$ cat config.mk
export PLATFORM = sky130hd
export DESIGN_NAME = fpm_top
export DESIGN_NICKNAME = d
export VERILOG_FILES = /design/src/fpm_pkg.sv /design/src/fpm_top.sv /design/src/fpm_switch.sv
export VERILOG_INCLUDE_DIRS = /design/src
export SDC_FILE = /design/constraint.sdc
export NUM_CORES = 1
export LEC_CHECK = 0
export BUFFER_PORTS_ARGS = -buffer_cell sky130_fd_sc_hd__buf_2
export CORE_ASPECT_RATIO = 1.1
export CORE_MARGIN = 1.5
export CORE_UTILIZATION = 25
export CTS_BUF_LIST = sky130_fd_sc_hd__clkbuf_16
export DETAILED_ROUTE_END_ITERATION = 10
export PLACE_DENSITY = 0.4
export SYNTH_ARGS = -nofsm -noshare
export SYNTH_HDL_FRONTEND = slang
export SYNTH_SLANG_ARGS = --single-unit
export TNS_END_PERCENT = 20
$ cat constraint.sdc
create_clock -name sys_clk -period 24.8 [get_ports sys_clk]
set_clock_uncertainty 0.2 [all_clocks]
set_input_delay 4.96 -clock sys_clk [delete_from_list [all_inputs] [get_ports sys_clk]]
set_output_delay 4.96 -clock sys_clk [all_outputs]
set_load 0.01 [all_outputs]
$ cat src/fpm_defs.svh
// fpm_defs.svh: offsets, field positions, reset values and timing counts
// assumes a 200 MHz sys_clk and an axi4-lite bus with 32-bit data
`ifndef FPM_DEFS_SVH
`define FPM_DEFS_SVH
// ************************************************************
// timing
// ************************************************************
`define FPM_CLK_HZ        200000000
`define FPM_TIMEOUT_S     12
`define FPM_DEBOUNCE_MS   10
`define FPM_LAMP_MS       1000
`define FPM_VERSION_MS    1000
`define FPM_MS_CYC(ms)    ((ms) * 64'd200000 * 64'd1)
`define FPM_S_CYC(s)      ((s) * 64'd200000000)
// ************************************************************
// register offsets
// ************************************************************
`define FPM_REG_CTRL      8'h00
`define FPM_REG_STATUS    8'h04
`define FPM_REG_IRQ_EN    8'h08
`define FPM_REG_IRQ_CLR   8'h0C
`define FPM_REG_FREQ      8'h10
`define FPM_REG_LEVEL     8'h14
`define FPM_REG_MENU      8'h18
`define FPM_REG_VERSION   8'h1C
// ************************************************************
// status bits and menu items
// ************************************************************
`define FPM_ST_UNLOCK     0
`define FPM_ST_SAVED      1
`define FPM_ST_REVERTED   2
`define FPM_ST_TIMEOUT    3
`define FPM_IT_UPFREQ     4'h1
`define FPM_IT_UPLVL      4'h2
`define FPM_IT_UPGAIN     4'h3
`define FPM_IT_DNFREQ     4'h4
`define FPM_IT_DNGAIN     4'h5
`define FPM_IT_MUTE       4'h6
`define FPM_IT_REMOTE     4'h7
`define FPM_IT_SPEC       4'h8
`define FPM_IT_EXTREF     4'h9
`define FPM_IT_BUSMODE    4'hA
`define FPM_IT_BUSADDR    4'hB
`define FPM_IT_TEMP       4'hC
`define FPM_IT_SAVE       4'hD
// ************************************************************
// ranges and defaults
// ************************************************************
`define FPM_UPF_MIN       13'sd2000
`define FPM_UPF_MAX       13'sd2700
`define FPM_DNF_MIN       13'sd950
`define FPM_DNF_MAX       13'sd1750
`define FPM_LVL_MIN       -13'sd40
`define FPM_LVL_MAX       -13'sd10
`define FPM_UPG_MIN       -13'sd10
`define FPM_UPG_MAX       13'sd30
`define FPM_DNG_MIN       13'sd0
`define FPM_DNG_MAX       13'sd50
`define FPM_ADR_MIN       13'sd0
`define FPM_ADR_MAX       13'sd31
`define FPM_DEF_UPF       12'h8CA
`define FPM_DEF_DNF       11'h4B0
`define FPM_DEF_LVL       8'hEC
`define FPM_DEF_UPG       8'h0A
`define FPM_DEF_DNG       8'h19
`endif

$ cat src/fpm_pkg.sv
// fpm_pkg.sv: types of the front panel menu controller
// assumes nothing from fpm_defs.svh; state codes and field widths are set here
package fpm_pkg;
   typedef enum logic [3:0] {
      FPM_LAMP   = 4'b0001,
      FPM_VER    = 4'b0010,
      FPM_NORMAL = 4'b0100,
      FPM_EDIT   = 4'b1000
   } fpm_state_t;
   typedef struct packed {
      logic [11:0] up_freq;
      logic [7:0]  up_lvl;
      logic [7:0]  up_gain;
      logic [10:0] dn_freq;
      logic [7:0]  dn_gain;
      logic        mute;
      logic        remote;
      logic        spec_inv;
      logic        ext_ref;
      logic        bus_mode;
      logic [4:0]  bus_addr;
   } fpm_set_t;
endpackage

$ cat src/fpm_top.sv
// fpm_top.sv: front panel menu controller with axi4-lite registers
// assumes raw switch contacts, pll lock pins and a non-volatile store
`include "fpm_defs.svh"
// Behaviour
// - twelve menu items, optional ones skipped
// - menu press advances to next item
// - save prompt after last item or return
// - commit only on confirmed menu session
// - twelve second idle abandons session
// - yes stores, no restores previous settings
// - frequencies applied only after yes
// - level and gain applied live, stored on yes
// - horizontal rocker moves cursor among digits
// - vertical rocker steps digit under cursor
// - vertical rocker toggles on/off items
// - input level -40 to -10, 1 dB
// - up gain -10 to +30 per digit
// - down gain 0 to +50, 1/10 dB
// - committed settings survive power loss
// - power-up lamp test, version, then values
// - alarm on any synthesizer unlock
module fpm_top #(
   parameter logic [31:0] TIMEOUT_CYC = 32'(`FPM_S_CYC(`FPM_TIMEOUT_S)),
   parameter logic [31:0] DEB_CYC     = 32'(`FPM_MS_CYC(`FPM_DEBOUNCE_MS)),
   parameter logic [31:0] LAMP_CYC    = 32'(`FPM_MS_CYC(`FPM_LAMP_MS)),
   parameter logic [31:0] VER_CYC     = 32'(`FPM_MS_CYC(`FPM_VERSION_MS)),
   parameter logic [31:0] FW_VERSION  = 32'h0000_0101 // arbitrary value
) (
   input  wire logic        sys_clk,
   input  wire logic        sys_rst,
   input  wire logic [3:0]  s_axi_awaddr,
   input  wire logic        s_axi_awvalid,
   output logic             s_axi_awready,
   input  wire logic [31:0] s_axi_wdata,
   input  wire logic [3:0]  s_axi_wstrb,
   input  wire logic        s_axi_wvalid,
   output logic             s_axi_wready,
   output logic [1:0]       s_axi_bresp,
   output logic             s_axi_bvalid,
   input  wire logic        s_axi_bready,
   input  wire logic [4:0]  s_axi_araddr,
   input  wire logic        s_axi_arvalid,
   output logic             s_axi_arready,
   output logic [31:0]      s_axi_rdata,
   output logic [1:0]       s_axi_rresp,
   output logic             s_axi_rvalid,
   input  wire logic        s_axi_rready,
   input  wire logic        sw_menu,
   input  wire logic        sw_left,
   input  wire logic        sw_right,
   input  wire logic        sw_up,
   input  wire logic        sw_down,
   input  wire logic        up_pll_lock,
   input  wire logic        dn_pll_lock,
   input  wire logic [58:0] nv_rd_data,
   output logic [58:0]      nv_wr_data,
   output logic             nv_wr_en,
   output fpm_pkg::fpm_set_t path_set,
   output logic [3:0]       disp_state,
   output logic [3:0]       disp_item,
   output logic [2:0]       disp_cursor,
   output logic             disp_save_yes,
   output logic             alarm_indicator,
   output logic             power_indicator,
   output logic             irq
);
   // ************************************************************
   // switches and lock inputs
   // ************************************************************
   logic [4:0] pins;
   logic [4:0] pr;
   logic [1:0] lk1_q;
   logic [1:0] lk2_q;
   assign pins = {sw_down, sw_up, sw_right, sw_left, sw_menu};
   for (genvar i = 0; i < 5; i++) begin : g_sw
      fpm_switch #(.DEB_CYC(DEB_CYC)) u_sw (
         .sys_clk (sys_clk),
         .sys_rst (sys_rst),
         .pin     (pins[i]),
         .press   (pr[i])
      );
   end
   always_ff @(posedge sys_clk) begin
      if (sys_rst) begin
         lk1_q <= 2'h3;
         lk2_q <= 2'h3;
      end else begin
         lk1_q <= {dn_pll_lock, up_pll_lock};
         lk2_q <= lk1_q;
      end
   end

   // ************************************************************
   // registers of the bus
   // ************************************************************
   fpm_pkg::fpm_state_t st_q;
   fpm_pkg::fpm_set_t   wk_q;
   fpm_pkg::fpm_set_t   cm_q;
   logic [2:0]  ctrl_q;
   logic [3:0]  stat_q;
   logic [3:0]  ien_q;
   logic [3:0]  clr;
   logic [3:0]  ev;
   logic        wr_go;
   logic [3:0]  item_q;
   logic [2:0]  cur_q;
   logic        yes_q;
   logic [31:0] rd;
   logic        rd_ok;
   assign wr_go = s_axi_awvalid && s_axi_wvalid && !s_axi_awready
                  && !s_axi_bvalid;
   always_ff @(posedge sys_clk) begin
      if (sys_rst) begin
         s_axi_awready <= 1'b0;
         s_axi_wready  <= 1'b0;
         s_axi_bvalid  <= 1'b0;
         s_axi_bresp   <= 2'h0;
      end else begin
         s_axi_awready <= wr_go;
         s_axi_wready  <= wr_go;
         if (wr_go) begin
            s_axi_bvalid <= 1'b1;
            s_axi_bresp  <= (s_axi_awaddr > 4'(`FPM_REG_IRQ_CLR)) ?
                            2'h2 : 2'h0;
         end else if (s_axi_bready) begin
            s_axi_bvalid <= 1'b0;
         end
      end
   end
   always_ff @(posedge sys_clk) begin
      if (sys_rst) begin
         ctrl_q <= 3'h0;
         ien_q  <= 4'h0;
      end else if (wr_go && s_axi_wstrb[0]) begin
         if (s_axi_awaddr == 4'(`FPM_REG_CTRL)) begin
            ctrl_q <= s_axi_wdata[2:0];
         end else if (s_axi_awaddr == 4'(`FPM_REG_IRQ_EN)) begin
            ien_q <= s_axi_wdata[3:0];
         end
      end
   end
   assign clr = (wr_go && s_axi_wstrb[0] &&
                 s_axi_awaddr == 4'(`FPM_REG_IRQ_CLR)) ?
                s_axi_wdata[3:0] : 4'h0;
   always_ff @(posedge sys_clk) begin
      if (sys_rst) begin
         stat_q <= 4'h0;
         irq    <= 1'b0;
      end else begin
         stat_q <= (stat_q & ~clr) | ev;
         irq    <= |(((stat_q & ~clr) | ev) & ien_q);
      end
   end
   always_comb begin
      rd    = 32'h0;
      rd_ok = 1'b1;
      if (s_axi_araddr == 5'(`FPM_REG_CTRL)) begin
         rd = {29'h0, ctrl_q};
      end else if (s_axi_araddr == 5'(`FPM_REG_STATUS)) begin
         rd = {28'h0, stat_q};
      end else if (s_axi_araddr == 5'(`FPM_REG_IRQ_EN)) begin
         rd = {28'h0, ien_q};
      end else if (s_axi_araddr == 5'(`FPM_REG_IRQ_CLR)) begin
         rd = 32'h0;
      end else if (s_axi_araddr == 5'(`FPM_REG_FREQ)) begin
         rd = {4'h0, cm_q.up_freq, 5'h0, cm_q.dn_freq};
      end else if (s_axi_araddr == 5'(`FPM_REG_LEVEL)) begin
         rd = {8'h0, wk_q.up_lvl, wk_q.up_gain, wk_q.dn_gain};
      end else if (s_axi_araddr == 5'(`FPM_REG_MENU)) begin
         rd = {16'h0, st_q, item_q, yes_q, cur_q, 2'h0, lk2_q};
      end else if (s_axi_araddr == 5'(`FPM_REG_VERSION)) begin
         rd = FW_VERSION;
      end else begin
         rd_ok = 1'b0;
      end
   end
   always_ff @(posedge sys_clk) begin
      if (sys_rst) begin
         s_axi_arready <= 1'b0;
         s_axi_rvalid  <= 1'b0;
         s_axi_rdata   <= 32'h0;
         s_axi_rresp   <= 2'h0;
      end else begin
         s_axi_arready <= s_axi_arvalid && !s_axi_arready && !s_axi_rvalid;
         if (s_axi_arvalid && !s_axi_arready && !s_axi_rvalid) begin
            s_axi_rvalid <= 1'b1;
            s_axi_rdata  <= rd;
            s_axi_rresp  <= rd_ok ? 2'h0 : 2'h2;
         end else if (s_axi_rready) begin
            s_axi_rvalid <= 1'b0;
         end
      end
   end

   // ************************************************************
   // menu walk and editing
   // ************************************************************
   logic              boot_q;
   logic [31:0]       tmr_q;
   logic [31:0]       idle_q;
   logic [3:0]        nxt;
   logic [2:0]        ndig;
   logic signed [12:0] val;
   logic signed [12:0] vmin;
   logic signed [12:0] vmax;
   logic signed [12:0] step;
   logic signed [12:0] nval;
   logic              act;
   logic              tmo;
   logic              commit;
   logic              revert;
   assign act    = |pr;
   assign tmo    = st_q == fpm_pkg::FPM_EDIT && idle_q >= TIMEOUT_CYC;
   assign commit = st_q == fpm_pkg::FPM_EDIT && pr[0]
                   && item_q == `FPM_IT_SAVE && yes_q;
   assign revert = tmo || (st_q == fpm_pkg::FPM_EDIT && pr[0]
                   && item_q == `FPM_IT_SAVE && !yes_q);
   assign ev     = {tmo, revert, commit, ~&lk2_q};
   always_comb begin
      nxt = item_q + 4'h1;
      if (nxt == `FPM_IT_EXTREF && !ctrl_q[0]) nxt = `FPM_IT_BUSMODE;
      if (nxt == `FPM_IT_BUSMODE && !ctrl_q[1]) nxt = `FPM_IT_TEMP;
      if (nxt == `FPM_IT_TEMP && !ctrl_q[2]) nxt = `FPM_IT_SAVE;
   end
   always_comb begin
      ndig = 3'h1;
      val  = 13'sd0;
      vmin = 13'sd0;
      vmax = 13'sd1;
      case (item_q)
         `FPM_IT_UPFREQ: begin
            ndig = 3'h4;
            val  = 13'(wk_q.up_freq);
            vmin = `FPM_UPF_MIN;
            vmax = `FPM_UPF_MAX;
         end
         `FPM_IT_UPLVL: begin
            val  = 13'(signed'(wk_q.up_lvl));
            vmin = `FPM_LVL_MIN;
            vmax = `FPM_LVL_MAX;
         end
         `FPM_IT_UPGAIN: begin
            ndig = 3'h2;
            val  = 13'(signed'(wk_q.up_gain));
            vmin = `FPM_UPG_MIN;
            vmax = `FPM_UPG_MAX;
         end
         `FPM_IT_DNFREQ: begin
            ndig = 3'h4;
            val  = 13'(wk_q.dn_freq);
            vmin = `FPM_DNF_MIN;
            vmax = `FPM_DNF_MAX;
         end
         `FPM_IT_DNGAIN: begin
            ndig = 3'h2;
            val  = 13'(wk_q.dn_gain);
            vmin = `FPM_DNG_MIN;
            vmax = `FPM_DNG_MAX;
         end
         `FPM_IT_BUSADDR: begin
            ndig = 3'h2;
            val  = 13'(wk_q.bus_addr);
            vmin = `FPM_ADR_MIN;
            vmax = `FPM_ADR_MAX;
         end
         `FPM_IT_TEMP: ndig = 3'h0;
         `FPM_IT_SAVE: ndig = 3'h0;
         default: ndig = 3'h1;
      endcase
      case (3'(ndig - 3'h1 - cur_q))
         3'h1: step = 13'sd10;
         3'h2: step = 13'sd100;
         3'h3: step = 13'sd1000;
         default: step = 13'sd1;
      endcase
      nval = pr[3] ? val + step : val - step;
      if (nval > vmax) nval = vmax;
      if (nval < vmin) nval = vmin;
   end
   // state, power-up sequence and idle timer
   always_ff @(posedge sys_clk) begin
      if (sys_rst) begin
         st_q   <= fpm_pkg::FPM_LAMP;
         tmr_q  <= 32'h0;
         idle_q <= 32'h0;
      end else begin
         tmr_q  <= tmr_q + 32'h1;
         idle_q <= act ? 32'h0 : idle_q + 32'h1;
         case (st_q)
            fpm_pkg::FPM_LAMP: if (tmr_q >= LAMP_CYC - 32'h1) begin
               st_q  <= fpm_pkg::FPM_VER;
               tmr_q <= 32'h0;
            end
            fpm_pkg::FPM_VER: if (tmr_q >= VER_CYC - 32'h1) begin
               st_q <= fpm_pkg::FPM_NORMAL;
            end
            fpm_pkg::FPM_NORMAL: if (pr[0]) begin
               st_q   <= fpm_pkg::FPM_EDIT;
               idle_q <= 32'h0;
            end
            fpm_pkg::FPM_EDIT: if (commit || revert) begin
               st_q <= fpm_pkg::FPM_NORMAL;
            end
            default: st_q <= fpm_pkg::FPM_LAMP;
         endcase
      end
   end
   // item, cursor and save choice
   always_ff @(posedge sys_clk) begin
      if (sys_rst || st_q != fpm_pkg::FPM_EDIT) begin
         item_q <= `FPM_IT_UPFREQ;
         cur_q  <= 3'h0;
         yes_q  <= 1'b1;
      end else if (pr[0] && item_q != `FPM_IT_SAVE) begin
         cur_q <= 3'h0;
         yes_q <= 1'b1;
         if (cur_q == ndig) begin
            item_q <= `FPM_IT_SAVE;
         end else begin
            item_q <= nxt;
         end
      end else if (pr[1] && cur_q != 3'h0) begin
         cur_q <= cur_q - 3'h1;
      end else if (pr[2] && cur_q < ndig) begin
         cur_q <= cur_q + 3'h1;
      end else if ((pr[3] || pr[4]) && item_q == `FPM_IT_SAVE) begin
         yes_q <= !yes_q;
      end
   end
   // working and committed copies, non-volatile store
   always_ff @(posedge sys_clk) begin
      if (sys_rst) begin
         boot_q <= 1'b1;
         cm_q   <= '0;
         wk_q   <= '0;
         nv_wr_en <= 1'b0;
         nv_wr_data <= '0;
      end else begin
         boot_q   <= 1'b0;
         nv_wr_en <= 1'b0;
         if (boot_q) begin
            cm_q <= nv_rd_data[56:0];
            wk_q <= nv_rd_data[56:0];
         end else if (commit) begin
            cm_q       <= wk_q;
            nv_wr_data <= {2'h0, wk_q};
            nv_wr_en   <= 1'b1;
         end else if (revert || st_q != fpm_pkg::FPM_EDIT) begin
            wk_q <= cm_q;
         end else if ((pr[3] || pr[4]) && cur_q != ndig) begin
            case (item_q)
               `FPM_IT_UPFREQ: wk_q.up_freq <= nval[11:0];
               `FPM_IT_UPLVL:  wk_q.up_lvl  <= nval[7:0];
               `FPM_IT_UPGAIN: wk_q.up_gain <= nval[7:0];
               `FPM_IT_DNFREQ: wk_q.dn_freq <= nval[10:0];
               `FPM_IT_DNGAIN: wk_q.dn_gain <= nval[7:0];
               `FPM_IT_MUTE:   wk_q.mute    <= !wk_q.mute;
               `FPM_IT_REMOTE: wk_q.remote  <= !wk_q.remote;
               `FPM_IT_SPEC:   wk_q.spec_inv <= !wk_q.spec_inv;
               `FPM_IT_EXTREF: wk_q.ext_ref <= !wk_q.ext_ref;
               `FPM_IT_BUSMODE: wk_q.bus_mode <= !wk_q.bus_mode;
               `FPM_IT_BUSADDR: wk_q.bus_addr <= nval[4:0];
               default: wk_q <= wk_q;
            endcase
         end
      end
   end
   // signal path and indicators
   always_ff @(posedge sys_clk) begin
      if (sys_rst) begin
         path_set        <= '0;
         alarm_indicator <= 1'b0;
         power_indicator <= 1'b0;
         disp_state      <= 4'h0;
         disp_item       <= 4'h0;
         disp_cursor     <= 3'h0;
         disp_save_yes   <= 1'b0;
      end else begin
         path_set         <= cm_q;
         path_set.up_lvl  <= wk_q.up_lvl;
         path_set.up_gain <= wk_q.up_gain;
         path_set.dn_gain <= wk_q.dn_gain;
         alarm_indicator  <= ~&lk2_q;
         power_indicator  <= 1'b1;
         disp_state       <= st_q;
         disp_item        <= item_q;
         disp_cursor      <= cur_q;
         disp_save_yes    <= yes_q;
      end
   end

   // ************************************************************
   // checks
   // ************************************************************
   property p_lock;
      @(posedge sys_clk) disable iff (sys_rst)
      !(&lk2_q) |=> alarm_indicator;
   endproperty
   a_lock: assert property (p_lock) else $error("alarm missing");
   property p_freq;
      @(posedge sys_clk) disable iff (sys_rst)
      $changed(path_set.up_freq) |-> $past(commit, 2) || $past(boot_q, 2);
   endproperty
   a_freq: assert property (p_freq) else $error("freq live");
   property p_gain;
      @(posedge sys_clk) disable iff (sys_rst)
      1'b1 |=> path_set.up_gain == $past(wk_q.up_gain);
   endproperty
   a_gain: assert property (p_gain) else $error("gain not live");
   property p_save;
      @(posedge sys_clk) disable iff (sys_rst)
      commit |=> nv_wr_en && cm_q == $past(wk_q)
                 && st_q == fpm_pkg::FPM_NORMAL;
   endproperty
   a_save: assert property (p_save) else $error("save lost");
   property p_rev;
      @(posedge sys_clk) disable iff (sys_rst)
      revert |=> ##1 wk_q == cm_q;
   endproperty
   a_rev: assert property (p_rev) else $error("revert lost");
   property p_tmo;
      @(posedge sys_clk) disable iff (sys_rst)
      tmo |=> st_q == fpm_pkg::FPM_NORMAL && stat_q[`FPM_ST_TIMEOUT];
   endproperty
   a_tmo: assert property (p_tmo) else $error("timeout lost");
   property p_nv;
      @(posedge sys_clk) disable iff (sys_rst)
      nv_wr_en |-> $past(commit);
   endproperty
   a_nv: assert property (p_nv) else $error("stray store");
   property p_lvl;
      @(posedge sys_clk) disable iff (sys_rst || boot_q)
      st_q == fpm_pkg::FPM_EDIT |-> signed'(wk_q.up_lvl) >= -8'sd40
                                    && signed'(wk_q.up_lvl) <= -8'sd10;
   endproperty
   a_lvl: assert property (p_lvl) else $error("level range");
   property p_ver;
      @(posedge sys_clk) disable iff (sys_rst)
      st_q == fpm_pkg::FPM_VER |=> st_q != fpm_pkg::FPM_LAMP;
   endproperty
   a_ver: assert property (p_ver) else $error("power-up order");
   property p_adv;
      @(posedge sys_clk) disable iff (sys_rst)
      st_q == fpm_pkg::FPM_EDIT && pr[0] && item_q != `FPM_IT_SAVE
      && cur_q != ndig |=> item_q == $past(nxt);
   endproperty
   a_adv: assert property (p_adv) else $error("no advance");
endmodule

$ cat src/fpm_switch.sv
// fpm_switch.sv: synchroniser and debouncer for one panel switch contact
// assumes an asynchronous active high contact level on pin
module fpm_switch #(
   parameter logic [31:0] DEB_CYC = 32'h001E_8480
) (
   input  wire logic sys_clk,
   input  wire logic sys_rst,
   input  wire logic pin,
   output logic      press
);
   logic        s1_q;
   logic        s2_q;
   logic        lvl_q;
   logic [31:0] cnt_q;

   always_ff @(posedge sys_clk) begin
      if (sys_rst) begin
         s1_q <= 1'b0;
         s2_q <= 1'b0;
      end else begin
         s1_q <= pin;
         s2_q <= s1_q;
      end
   end

   // level must stay different for DEB_CYC cycles before it is taken
   always_ff @(posedge sys_clk) begin
      if (sys_rst) begin
         cnt_q <= 32'h0;
         lvl_q <= 1'b0;
         press <= 1'b0;
      end else begin
         press <= 1'b0;
         if (s2_q == lvl_q) begin
            cnt_q <= 32'h0;
         end else if (cnt_q >= DEB_CYC - 32'h1) begin
            cnt_q <= 32'h0;
            lvl_q <= s2_q;
            press <= s2_q;
         end else begin
            cnt_q <= cnt_q + 32'h1;
         end
      end
   end
endmodule

==> out/metrics.yaml, run 1 <==
cts_made_buffers: 66
area.sequential_um2: 11010
clk_pin_slew_ps: 60
finish.utilization_pct: 30.24
cp_common_cell: "ha_1"
outcome: "finished clean"
synth-seq-cells: 550
slew_viol_final: 0
combinationalPowerShare_pct: 6.3
portBuffers: 249
hold_class: "flip-flop to flip-flop"
relSlewSlack_pct: 21.12
cp_max_fo: 17
die-area_um2: 95190
insertion_delay_ps: 620
vias_per_cell: 4.709
period_minus_slack_ps: 10220
ios: 291
rrSetupSlack_ps: 14580
cts_setup_buffers: 0
crit_start: "item_q[1]"
dp_cells: 4090
fp.dieW_um: 294.3
place_ws_ps: 14770
hpwl_mm: 58.10
syn_to_final_growth_pct: 19.90
die_h_um: 323.4
worst_slack_ps: 14580
ff2ff_path_depth: 31
rsz0062_at_grt: "false"
routed_wl_mm: 80.81
power_frac_seq_pct: 47.1
r2r_start: "item_q[1]"
synth_edf_count: 0
ys_seq_area_share_pct: 47.18
synth_area_um2: 23340
fin_cells: 4208
critical_path_class: "flip-flop to flip-flop"
grt_max_degree: 116
holdBufCountCts: 0
fin_hold_ws_ps: 212.4
postSynthCellCount: 2655
antenna_found_initial: 12
finalCritPeriodShare_pct: 41.19
wl_per_cell_um: 19.20
firstDrtPassIters: 8
dr.first_iter.drc_count: 1264
cp.arrival_ps: 10470
multiInputGateArea_um2: 11740
hold_depth: 1
cts_tree: "built"
nNetsFinal: 3082
finalPower_mw: 1.996
p_int_mw: 1.502
clkPwrFrac_pct: 46.6
grt_overflow_total: 0
gp_congestion: 0.8779
fill_cells: 9869
via_count: 19820
power_switching_mw: 0.4937
slowest_stage: "and2_0"
fmax_mhz: 97.88
crit_path_end_kind: "flip-flop"
synth-async-reset-ratio_pct: 0
avgSynthCellArea_um2: 8.790
final_common_cell: "dfxtp_1"
cp-start-kind: "flip-flop"
worst_slew_pin_slew_ps: 1174
first_global_vias: 19390
worstPathRequired_ps: 25060
yosys_warnings: 0
antenna_left: 0
synth_cell_type_count: 88
setup_tns_ps: 0
switching_share_pct: 24.74
synth-main-ff-cell: "dfxtp_1"
finalInstanceArea_um2: 27980
max_stage_delay_ps: 820
grt_pass1_wl_mm: 119.9
fp-row-count: 117
drv_cap: 0
irDropWorstVdd_mv: 0.04312
hold_viol_final: 0
final_layout_size_suffix_gt1_share_pct: 14.75
cts_resized: 0
placed_area_um2: 25920
p_per_area_nw_per_um2: 71.33
clock-sinks: 550
clock_tree.root_cell: "clkbuf_16"
groute.usage.overall_pct: 16.58
cts_max_path_buffers: 3
initial_core_util_pct: 25.22
power.leakage_nw: 10.85
setup_violations: 0
remaining_drc_errors: 0
core_um2: 92520
htree_num_levels: 3
layout_common_cells: "dfxtp_1 (549), nand2_1 (342), nor2_1 (304), buf_2 (248), a21oi_1 (156)"
min-delay-start: "lk1_q[0]"
==> layout make-up <==
type                       count  share of cell area, %
timing repair buffer         266                  4.941
antenna                        3                0.02683
inverter                      59                 0.7960
multi-input combinational   1966                  41.97
clock buffer                  69                  6.171
tap                         1249                  5.585
sequential                   550                  39.36
clock inverter                46                  1.149
==> power groups by stage <==
stage	sequential (mW)	combinational, mW	clock, mW
floorplan	0.945	0.0820	0
global placement	0.958	0.124	0
detailed placement	0.959	0.126	0
CTS	0.940	0.127	0.963
global route	0.942	0.139	0.995
finish	0.940	0.126	0.930
==> synthesized netlist by cell type, types with 6 or more instances <==
| cell | count | share of area [%] |
|---|---|---|
| a2111oi_0 | 8 | 0.30 |
| a211oi_1 | 20 | 0.64 |
| a21boi_0 | 24 | 0.77 |
| a21o_1 | 13 | 0.42 |
| a21oi_1 | 156 | 3.3 |
| a22o_1 | 10 | 0.38 |
| a22oi_1 | 31 | 1.0 |
| a311oi_1 | 17 | 0.64 |
| a31oi_1 | 35 | 0.94 |
| a32o_1 | 6 | 0.26 |
| and2_1 | 18 | 0.48 |
| and3_1 | 50 | 1.3 |
| and4_1 | 6 | 0.23 |
| buf_1 | 7 | 0.11 |
| buf_2 | 11 | 0.24 |
| buf_4 | 14 | 0.45 |
| clkbuf_1 | 107 | 1.7 |
| dfxtp_1 | 550 | 47 |
| ha_1 | 52 | 2.8 |
| inv_1 | 57 | 0.92 |
| mux2_2 | 9 | 0.43 |
| mux2i_1 | 60 | 2.6 |
| nand2_1 | 343 | 5.5 |
| nand2b_1 | 20 | 0.54 |
| nand3_1 | 87 | 1.9 |
| nand4_1 | 24 | 0.64 |
| nor2_1 | 304 | 4.9 |
| nor2_2 | 21 | 0.56 |
| nor2b_1 | 93 | 2.5 |
| nor3_1 | 51 | 1.1 |
| nor4_1 | 30 | 0.80 |
| o2111ai_1 | 6 | 0.23 |
| o211ai_1 | 9 | 0.29 |
| o21a_1 | 35 | 1.1 |
| o21ai_0 | 72 | 1.5 |
| o21ai_1 | 6 | 0.13 |
| o31ai_1 | 6 | 0.19 |
| or2_2 | 9 | 0.24 |
| or3_1 | 12 | 0.32 |
| xnor2_1 | 79 | 3.0 |
| xor2_1 | 93 | 3.5 |
==> sequential cells by signal (all words and copies together), names as in the netlist, 5 cells and up <==
| register | cells |
|---|---|
| g_sw.u_sw.s1_q | 5 |
| g_sw.u_sw.s2_q | 5 |
| path_set | 57 |
| s_axi_rdata | 28 |
| g_sw.u_sw.cnt_q | 160 |
| g_sw.u_sw.press | 5 |
| cm_q | 57 |
| tmr_q | 32 |
| g_sw.u_sw.lvl_q | 5 |
| wk_q | 57 |
| nv_wr_data | 57 |
| idle_q | 32 |
==> kinds of logic after synthesis <==
group / synth area share, %
and+or+nand+nor: 21.70
xor gates and xnor gates: 6.525
AOI/OAI and AO/OA: 14.91
buffers and inverters: 3.614
DFF: 47.18
adders and majority gates: 3.045
other: 0.01607
muxes: 3.008
==> worst max-delay path: cells and delay by family (launching register included) <==
kind / cells / cell delay (ps)
AO/OA/AOI/OAI: 14 / 4410
XOR/XNOR: 2 / 560
adder cells (fa/ha/maj): 5 / 1830
buffers and inverters: 1 / 170
flip-flops: 1 / 360
multiplexers: 1 / 440
AND/OR/NAND/NOR: 8 / 2050
==> path summary, 6_finish.rpt <==
kind | endpoint
max | wk_q[24]
min | lk2_q[0]
max reg2reg | wk_q[24]
min reg2reg | lk2_q[0]
==> layer usage <==
| layer | wire length, um | up-vias | track usage, % |
|---|---|---|---|
| met1 | 35970 | 9567 | 21.17 |
| met3 | 5304 | 121 | 3.916 |
| li1 | - | 9612 | - |
| met4 | 1981 | 20 | 5.498 |
| met2 | 37440 | 496 | 27.35 |
| met5 | 116 | - | 0 |
No activity file was read; power rests on OpenSTA's default activity.
==> run 2, diff against run 1 <==
--- a/config.mk
+++ b/config.mk
@@ -6,6 +6,7 @@
 export SDC_FILE = /design/constraint.sdc
 export NUM_CORES = 1
 export LEC_CHECK = 0
+export ABC_AREA = 1
 export BUFFER_PORTS_ARGS = -buffer_cell sky130_fd_sc_hd__buf_2
 export CORE_ASPECT_RATIO = 1.1
 export CORE_MARGIN = 1.5
==> constraint.sdc (replaced) <==
create_clock -name sys_clk -period 9.4 [get_ports sys_clk]
set_clock_uncertainty 0.2 [all_clocks]
set_input_delay 1.88 -clock sys_clk [delete_from_list [all_inputs] [get_ports sys_clk]]
set_output_delay 1.88 -clock sys_clk [all_outputs]
set_load 0.01 [all_outputs]
==> out/metrics.yaml, run 2 <==
setup_tns_ps: 0  # unchanged
p_int_mw: 3.975  # +160%
yosys_warnings: 0  # unchanged
die_h_um: 327.4  # +1.2%
insertion_delay_ps: 620  # about the same
ios: 291  # unchanged
cp-start-kind: "flip-flop"
cp_common_cell: "nand2_1"
final_common_cell: "nand2_1"
rsz0062_at_grt: "false"
synthMostInstantiatedCell: "nand2_1"
grt_max_degree: 83  # -28%
gp_congestion: 0.8565  # -2.4%
crit_path_end_kind: "flip-flop"
syn_to_final_growth_pct: 20.32
nNetsFinal: 3666  # +19%
setup_violations: 0  # unchanged
clock-sinks: 550  # unchanged
vias_per_cell: 4.495  # -4.6%
switching_share_pct: 25.64  # +0.90 points
postSynthCellCount: 3206  # +21%
ys_seq_area_share_pct: 46.03  # -1.2 points
cp_max_fo: 12  # -5
hold_viol_final: 0  # unchanged
slew_viol_final: 0  # unchanged
worst_slew_pin_slew_ps: 1072  # -102.4 ps
cts_made_buffers: 69  # +4.5%
synth-seq-cells: 550  # unchanged
drv_cap: 0  # unchanged
worst_slack_ps: 1036  # -13550 ps
outcome: "finished clean"
dr.first_iter.drc_count: 1380  # +9.2%
portBuffers: 249  # unchanged
synth.area.top_cells: "dfxtp_1 (46%), nand2_1 (11%), a21oi_1 (6.2%)"
synth_cell_type_count: 62  # -30%
cts_tree: "built"
area.sequential_um2: 11010  # about the same
finalCritPeriodShare_pct: 88.98  # +48 points
final_layout_size_suffix_gt1_share_pct: 13.44  # -1.3 points
hold_class: "flip-flop to flip-flop"
avgSynthCellArea_um2: 7.462  # -15%
combinationalPowerShare_pct: 6.9  # +0.6 points
relSlewSlack_pct: 28.47  # +7.3 points
antenna_found_initial: 16  # +4
clk_pin_slew_ps: 60  # about the same
synth-async-reset-ratio_pct: 0  # unchanged
cts_max_path_buffers: 3  # unchanged
fin_hold_ws_ps: 206.6  # -5.830 ps
routed_wl_mm: 84.16  # +4.1%
synth_edf_count: 0  # unchanged
cts_setup_buffers: 0  # unchanged
synth_top_area_share_pct: 46.03  # -1.2 points
multiInputGateArea_um2: 11020  # -6.2%
fmax_mhz: 119.6  # +22%
clkPwrFrac_pct: 47.5  # +0.9 points
synth_commonest_cells: "nand2_1 (716), dfxtp_1 (550), inv_1 (389), nor2_1 (318), a21oi_1 (297)"
irDropWorstVdd_mv: 0.09951  # +130%
grt_pass1_wl_mm: 127.4  # +6.2%
holdBufCountCts: 0  # unchanged
fill_cells: 10480  # +6.1%
synth-main-ff-cell: "dfxtp_1"
critical_path_class: "flip-flop to flip-flop"
die-area_um2: 97550  # +2.5%
htree_num_levels: 3  # unchanged
cp.arrival_ps: 8660  # -1810 ps
remaining_drc_errors: 0  # unchanged
place_ws_ps: 738.5  # -14030 ps
largest_reg_flops: 160  # unchanged
antenna_left: 0  # unchanged
initial_core_util_pct: 25.32  # +0.093 points
power_frac_seq_pct: 45.6  # -1.5 points
p_per_area_nw_per_um2: 185.7  # +160%
power.leakage_nw: 11.89  # +9.6%
fp-row-count: 118  # +0.85%
core_um2: 94490  # +2.1%
period_minus_slack_ps: 8364  # -1852 ps
yosys.area.top_type: "dfxtp_1"
wl_per_cell_um: 17.52  # -8.8%
slowest_stage: "fa_1"
power_switching_mw: 1.371  # +180%
groute.usage.overall_pct: 16.92  # +0.34 points
fp.dieW_um: 297.9  # +1.2%
worstPathRequired_ps: 9690  # -15370 ps
max_stage_delay_ps: 450  # -370 ps
grt_overflow_total: 0  # unchanged
top_register: "g_sw.u_sw.cnt_q"
hpwl_mm: 60.28  # +3.8%
layout_common_cells: "nand2_1 (715), dfxtp_1 (549), inv_1 (401), nor2_1 (318), a21oi_1 (297)"
firstDrtPassIters: 5  # -3
synth_area_um2: 23920  # +2.5%
via_count: 21600  # +9.0%
clock_tree.root_cell: "clkbuf_16"
first_global_vias: 20760  # +7.0%
[run 2: cell types whose count changed after synthesis, sizes merged, moves of 54 or more]
cell	before	now
nand2	344	730
inv	58	404
a21oi	157	298
nor2b	93	0
o21ai	80	164
xnor2	80	13
mux2i	60	0
xor2	93	39
[run 2: worst paths after layout]
check,end,depth (start not counted),startpoint,slack [ps]
worst min register to register,lk2_q[1],1,lk1_q[1],210
worst max-delay path,wk_q[15],56,item_q[1],1040
worst max register to register,wk_q[15],56,item_q[1],1040
worst min-delay path,lk2_q[1],1,lk1_q[1],210
[run 2: stage by stage]
stage | util (%) | area, um^2 | power (mW) | instances
2_1_floorplan | - | 24150 | 2.713 | 3268
3_3_place_gp | 28.18 | 26630 | 2.857 | 4682
3_5_place_dp | 28.18 | 26630 | 2.855 | 4682
4_1_cts | 30.44 | 28760 | 5.434 | 4801
5_1_grt | 30.45 | 28780 | 5.582 | 4803
6_report | 30.46 | 28780 | 5.345 | 4805
[run 2: final cells by class]
type,count,area share [%]
antenna,4,0.03478
clock buffer,70,6.086
clock inverter,49,1.313
inverter,408,5.351
multi-input combinational,2183,38.27
sequential,550,38.27
tap,1260,5.478
timing repair buffer,281,5.195
[run 2: worst max-delay path, delay by kind of cell (launching register included)]
kind / cells / cell delay [ps]
AOI/OAI and AO/OA: 13 / 1850
xor gates and xnor gates: 1 / 210
adders and majority gates: 5 / 1710
buffers and inverters: 12 / 1400
DFF: 1 / 380
and+or+nand+nor: 25 / 2440
[run 2: repair_timing]
item,CTS,global route
resized for setup,0,3
endpoints found under the setup margin,0,49
endpoints found under the hold margin,0,0
[run 2: power by group through the flow]
stage / Clock [mW] / Sequential [mW] / Combinational [mW]
2_1_floorplan: 0 / 2.47 / 0.238
3_3_place_gp: 0 / 2.49 / 0.367
3_5_place_dp: 0 / 2.49 / 0.366
4_1_cts: 2.63 / 2.44 / 0.368
5_1_grt: 2.73 / 2.44 / 0.411
6_report: 2.54 / 2.44 / 0.367
[run 2: layer usage]
metal / vias to the layer above / GRT usage, % / share of wire (%)
met5: - / 0 / 0.040
met4: 6 / 4.160 / 1.7
met3: 106 / 2.746 / 5.1
met2: 489 / 27.13 / 45
met1: 10000 / 23.57 / 48
li1: 11000 / - / -
[run 2: cells by family after synthesis]
kind of cell / Yosys count / share of synthesized area, %
AO/OA/AOI/OAI: 609 / 14.26
XOR/XNOR: 52 / 1.904
adder cells (fa/ha/maj): 55 / 2.971
buffers and inverters: 535 / 8.970
flip-flops: 550 / 46.03
other: 1 / 0.01568
AND/OR/NAND/NOR: 1404 / 25.85
==> run 3, diff against run 2 <==
--- a/config.mk
+++ b/config.mk
@@ -8,7 +8,6 @@
 export LEC_CHECK = 0
 export ABC_AREA = 1
 export BUFFER_PORTS_ARGS = -buffer_cell sky130_fd_sc_hd__buf_2
-export CORE_ASPECT_RATIO = 1.1
 export CORE_MARGIN = 1.5
 export CORE_UTILIZATION = 25
 export CTS_BUF_LIST = sky130_fd_sc_hd__clkbuf_16
==> out/metrics.yaml, run 3 (synthesized netlist as in run 2, its figures left out) <==
outcome: "finished clean"
slew_viol_final: 0  # unchanged
cts_tree: "built"
via_count: 21380  # -1.0%
cp_max_fo: 9  # -3
worst_slack_ps: 760.3  # -275.7 ps
power_frac_seq_pct: 45.3  # -0.3 points
dp_cells: 4683  # +0.021%
insertion_delay_ps: 620  # about the same
worstPathRequired_ps: 9700  # about the same
dr.first_iter.drc_count: 1386  # +0.43%
antenna_cells: 0  # -4
cp_common_cell: "nand2_1"
clock_tree.root_cell: "clkbuf_16"
clkPwrFrac_pct: 47.7  # +0.2 points
switching_share_pct: 25.25  # -0.39 points
hold_class: "flip-flop to flip-flop"
wl_per_cell_um: 17.56  # +0.24%
die-area_um2: 97550  # about the same
crit_start: "item_q[1]"
rrSetupSlack_ps: 760  # -280 ps
portBuffers: 249  # unchanged
fmax_mhz: 115.7  # -3.2%
ios: 291  # unchanged
final_common_cell: "nand2_1"
gp_congestion: 0.8388  # -2.1%
core_um2: 94870  # +0.40%
cp.arrival_ps: 8940  # +280 ps
top_register: "g_sw.u_sw.cnt_q"
remaining_drc_errors: 0  # unchanged
timing.rr.end: "wk_q[28]"
cp-start-kind: "flip-flop"
syn_to_final_growth_pct: 20.56
critPathBufInv: 11  # -1
fin_hold_ws_ps: 206.4  # -0.1650 ps
slowest_stage: "fa_1"
r2r_start: "item_q[1]"
grt_max_degree: 121  # +46%
holdBufCountCts: 0  # unchanged
setup_violations: 0  # unchanged
htree_num_levels: 3  # unchanged
power_switching_mw: 1.357  # -1.0%
die_h_um: 312.3  # -4.6%
final_layout_size_suffix_gt1_share_pct: 13.30  # -0.14 points
drv_cap: 0  # unchanged
crit_cells: 53  # -5.4%
ff2ff_path_depth: 53  # -5.4%
crit_end: "wk_q[28]"
vias_per_cell: 4.447  # -1.1%
p_int_mw: 4.015  # +1.0%
routed_wl_mm: 84.40  # +0.29%
place_ws_ps: 528.6  # -209.9 ps
initial_core_util_pct: 25.22  # -0.10 points
setup_tns_ps: 0  # unchanged
antenna_left: 0  # unchanged
hold_viol_final: 0  # unchanged
cts_setup_buffers: 0  # unchanged
firstDrtPassIters: 6  # +1
fp-row-count: 113  # -4.2%
hpwl_mm: 60.36  # +0.13%
largest_reg_flops: 160  # unchanged
cts_made_buffers: 68  # -1.4%
fin_cells: 4807  # +0.042%
combinationalPowerShare_pct: 7.0  # about the same
p_per_area_nw_per_um2: 186.3  # +0.30%
max_stage_delay_ps: 480  # +30 ps
crit_path_end_kind: "flip-flop"
antenna_found_initial: 9  # -7
irDropWorstVdd_mv: 0.1004  # +0.89%
clock-sinks: 550  # unchanged
grt_overflow_total: 0  # unchanged
clk_pin_slew_ps: 60  # about the same
cts_resized: 0  # unchanged
fp.dieW_um: 312.3  # +4.8%
groute.usage.overall_pct: 16.99  # +0.068 points
critical_path_class: "flip-flop to flip-flop"
finalCritPeriodShare_pct: 91.91  # +2.9 points
worst_slew_pin_slew_ps: 1151  # +78.71 ps
cts_max_path_buffers: 3  # unchanged
relSlewSlack_pct: 23.21  # -5.3 points
period_minus_slack_ps: 8640  # +275.7 ps
first_global_vias: 20440  # -1.5%
layout_common_cells: "nand2_1 (716), dfxtp_1 (549), inv_1 (400), nor2_1 (318), a21oi_1 (297)"
grt_pass1_wl_mm: 126.4  # -0.82%
cp_top_family: "simple AND/OR/NAND/NOR gates"
nNetsFinal: 3662  # -0.11%
power.leakage_nw: 11.92  # +0.22%
run 3: metal layers:
| metal | GRT usage (%) | part of all wire, % | vias to the layer above |
|---|---|---|---|
| li1 | - | - | 10980 |
| met2 | 26.35 | 44 | 488 |
| met4 | 5.229 | 2.2 | 4 |
| met1 | 23.65 | 48 | 9802 |
| met5 | 0 | 0.026 | - |
| met3 | 3.311 | 5.8 | 102 |
run 3: cell type report:
cell class | count | area [um^2]
fillers | 10460 | 66030
multi-input cells | 2183 | 11040
flip-flops and latches | 550 | 11010
clock buffers | 71 | 1777
well taps | 1265 | 1583
inverters | 408 | 1540
repair buffers | 277 | 1494
clock inverters | 52 | 389.1
repair inverters | 1 | 5.005
run 3: power groups by stage:
| stage | clock [mW] | sequential, mW | combinational (mW) |
|---|---|---|---|
| finish | 2.56 | 2.44 | 0.375 |
| global route | 2.75 | 2.44 | 0.418 |
| CTS | 2.66 | 2.43 | 0.369 |
| detailed placement | 0 | 2.49 | 0.367 |
| global placement | 0 | 2.49 | 0.369 |
| floorplan | 0 | 2.47 | 0.238 |
run 3: worst min path at each step:
stage	depth (start not counted)	endpoint	start	slack, ps
CTS	2	g_sw[4].u_sw.s2_q	g_sw[4].u_sw.s1_q	210
floorplan	2	g_sw[0].u_sw.s2_q	g_sw[0].u_sw.s1_q	190
global route	1	lk2_q[0]	lk1_q[0]	230
global placement	1	lk2_q[1]	lk1_q[1]	200
detailed placement	2	g_sw[4].u_sw.s2_q	g_sw[4].u_sw.s1_q	200
finish	2	g_sw[4].u_sw.s2_q	g_sw[4].u_sw.s1_q	210
run 3: worst reg2reg max path, delay by kind of cell (launching register included):
family / cells / cell delay, ps
flops: 1 / 380
fa+ha+maj: 5 / 1790
xor+xnor: 1 / 230
simple gates: 23 / 2440
compound gates: 13 / 2210
buf+inv: 11 / 1290
run 3: stage by stage:
| step | power, mW | cell area, um^2 | utilization [%] |
|---|---|---|---|
| floorplan | 2.713 | 24150 | - |
| global placement | 2.855 | 26630 | 28.07 |
| detailed placement | 2.852 | 26630 | 28.07 |
| CTS | 5.465 | 28800 | 30.35 |
| global route | 5.613 | 28840 | 30.40 |
| finish | 5.372 | 28840 | 30.40 |
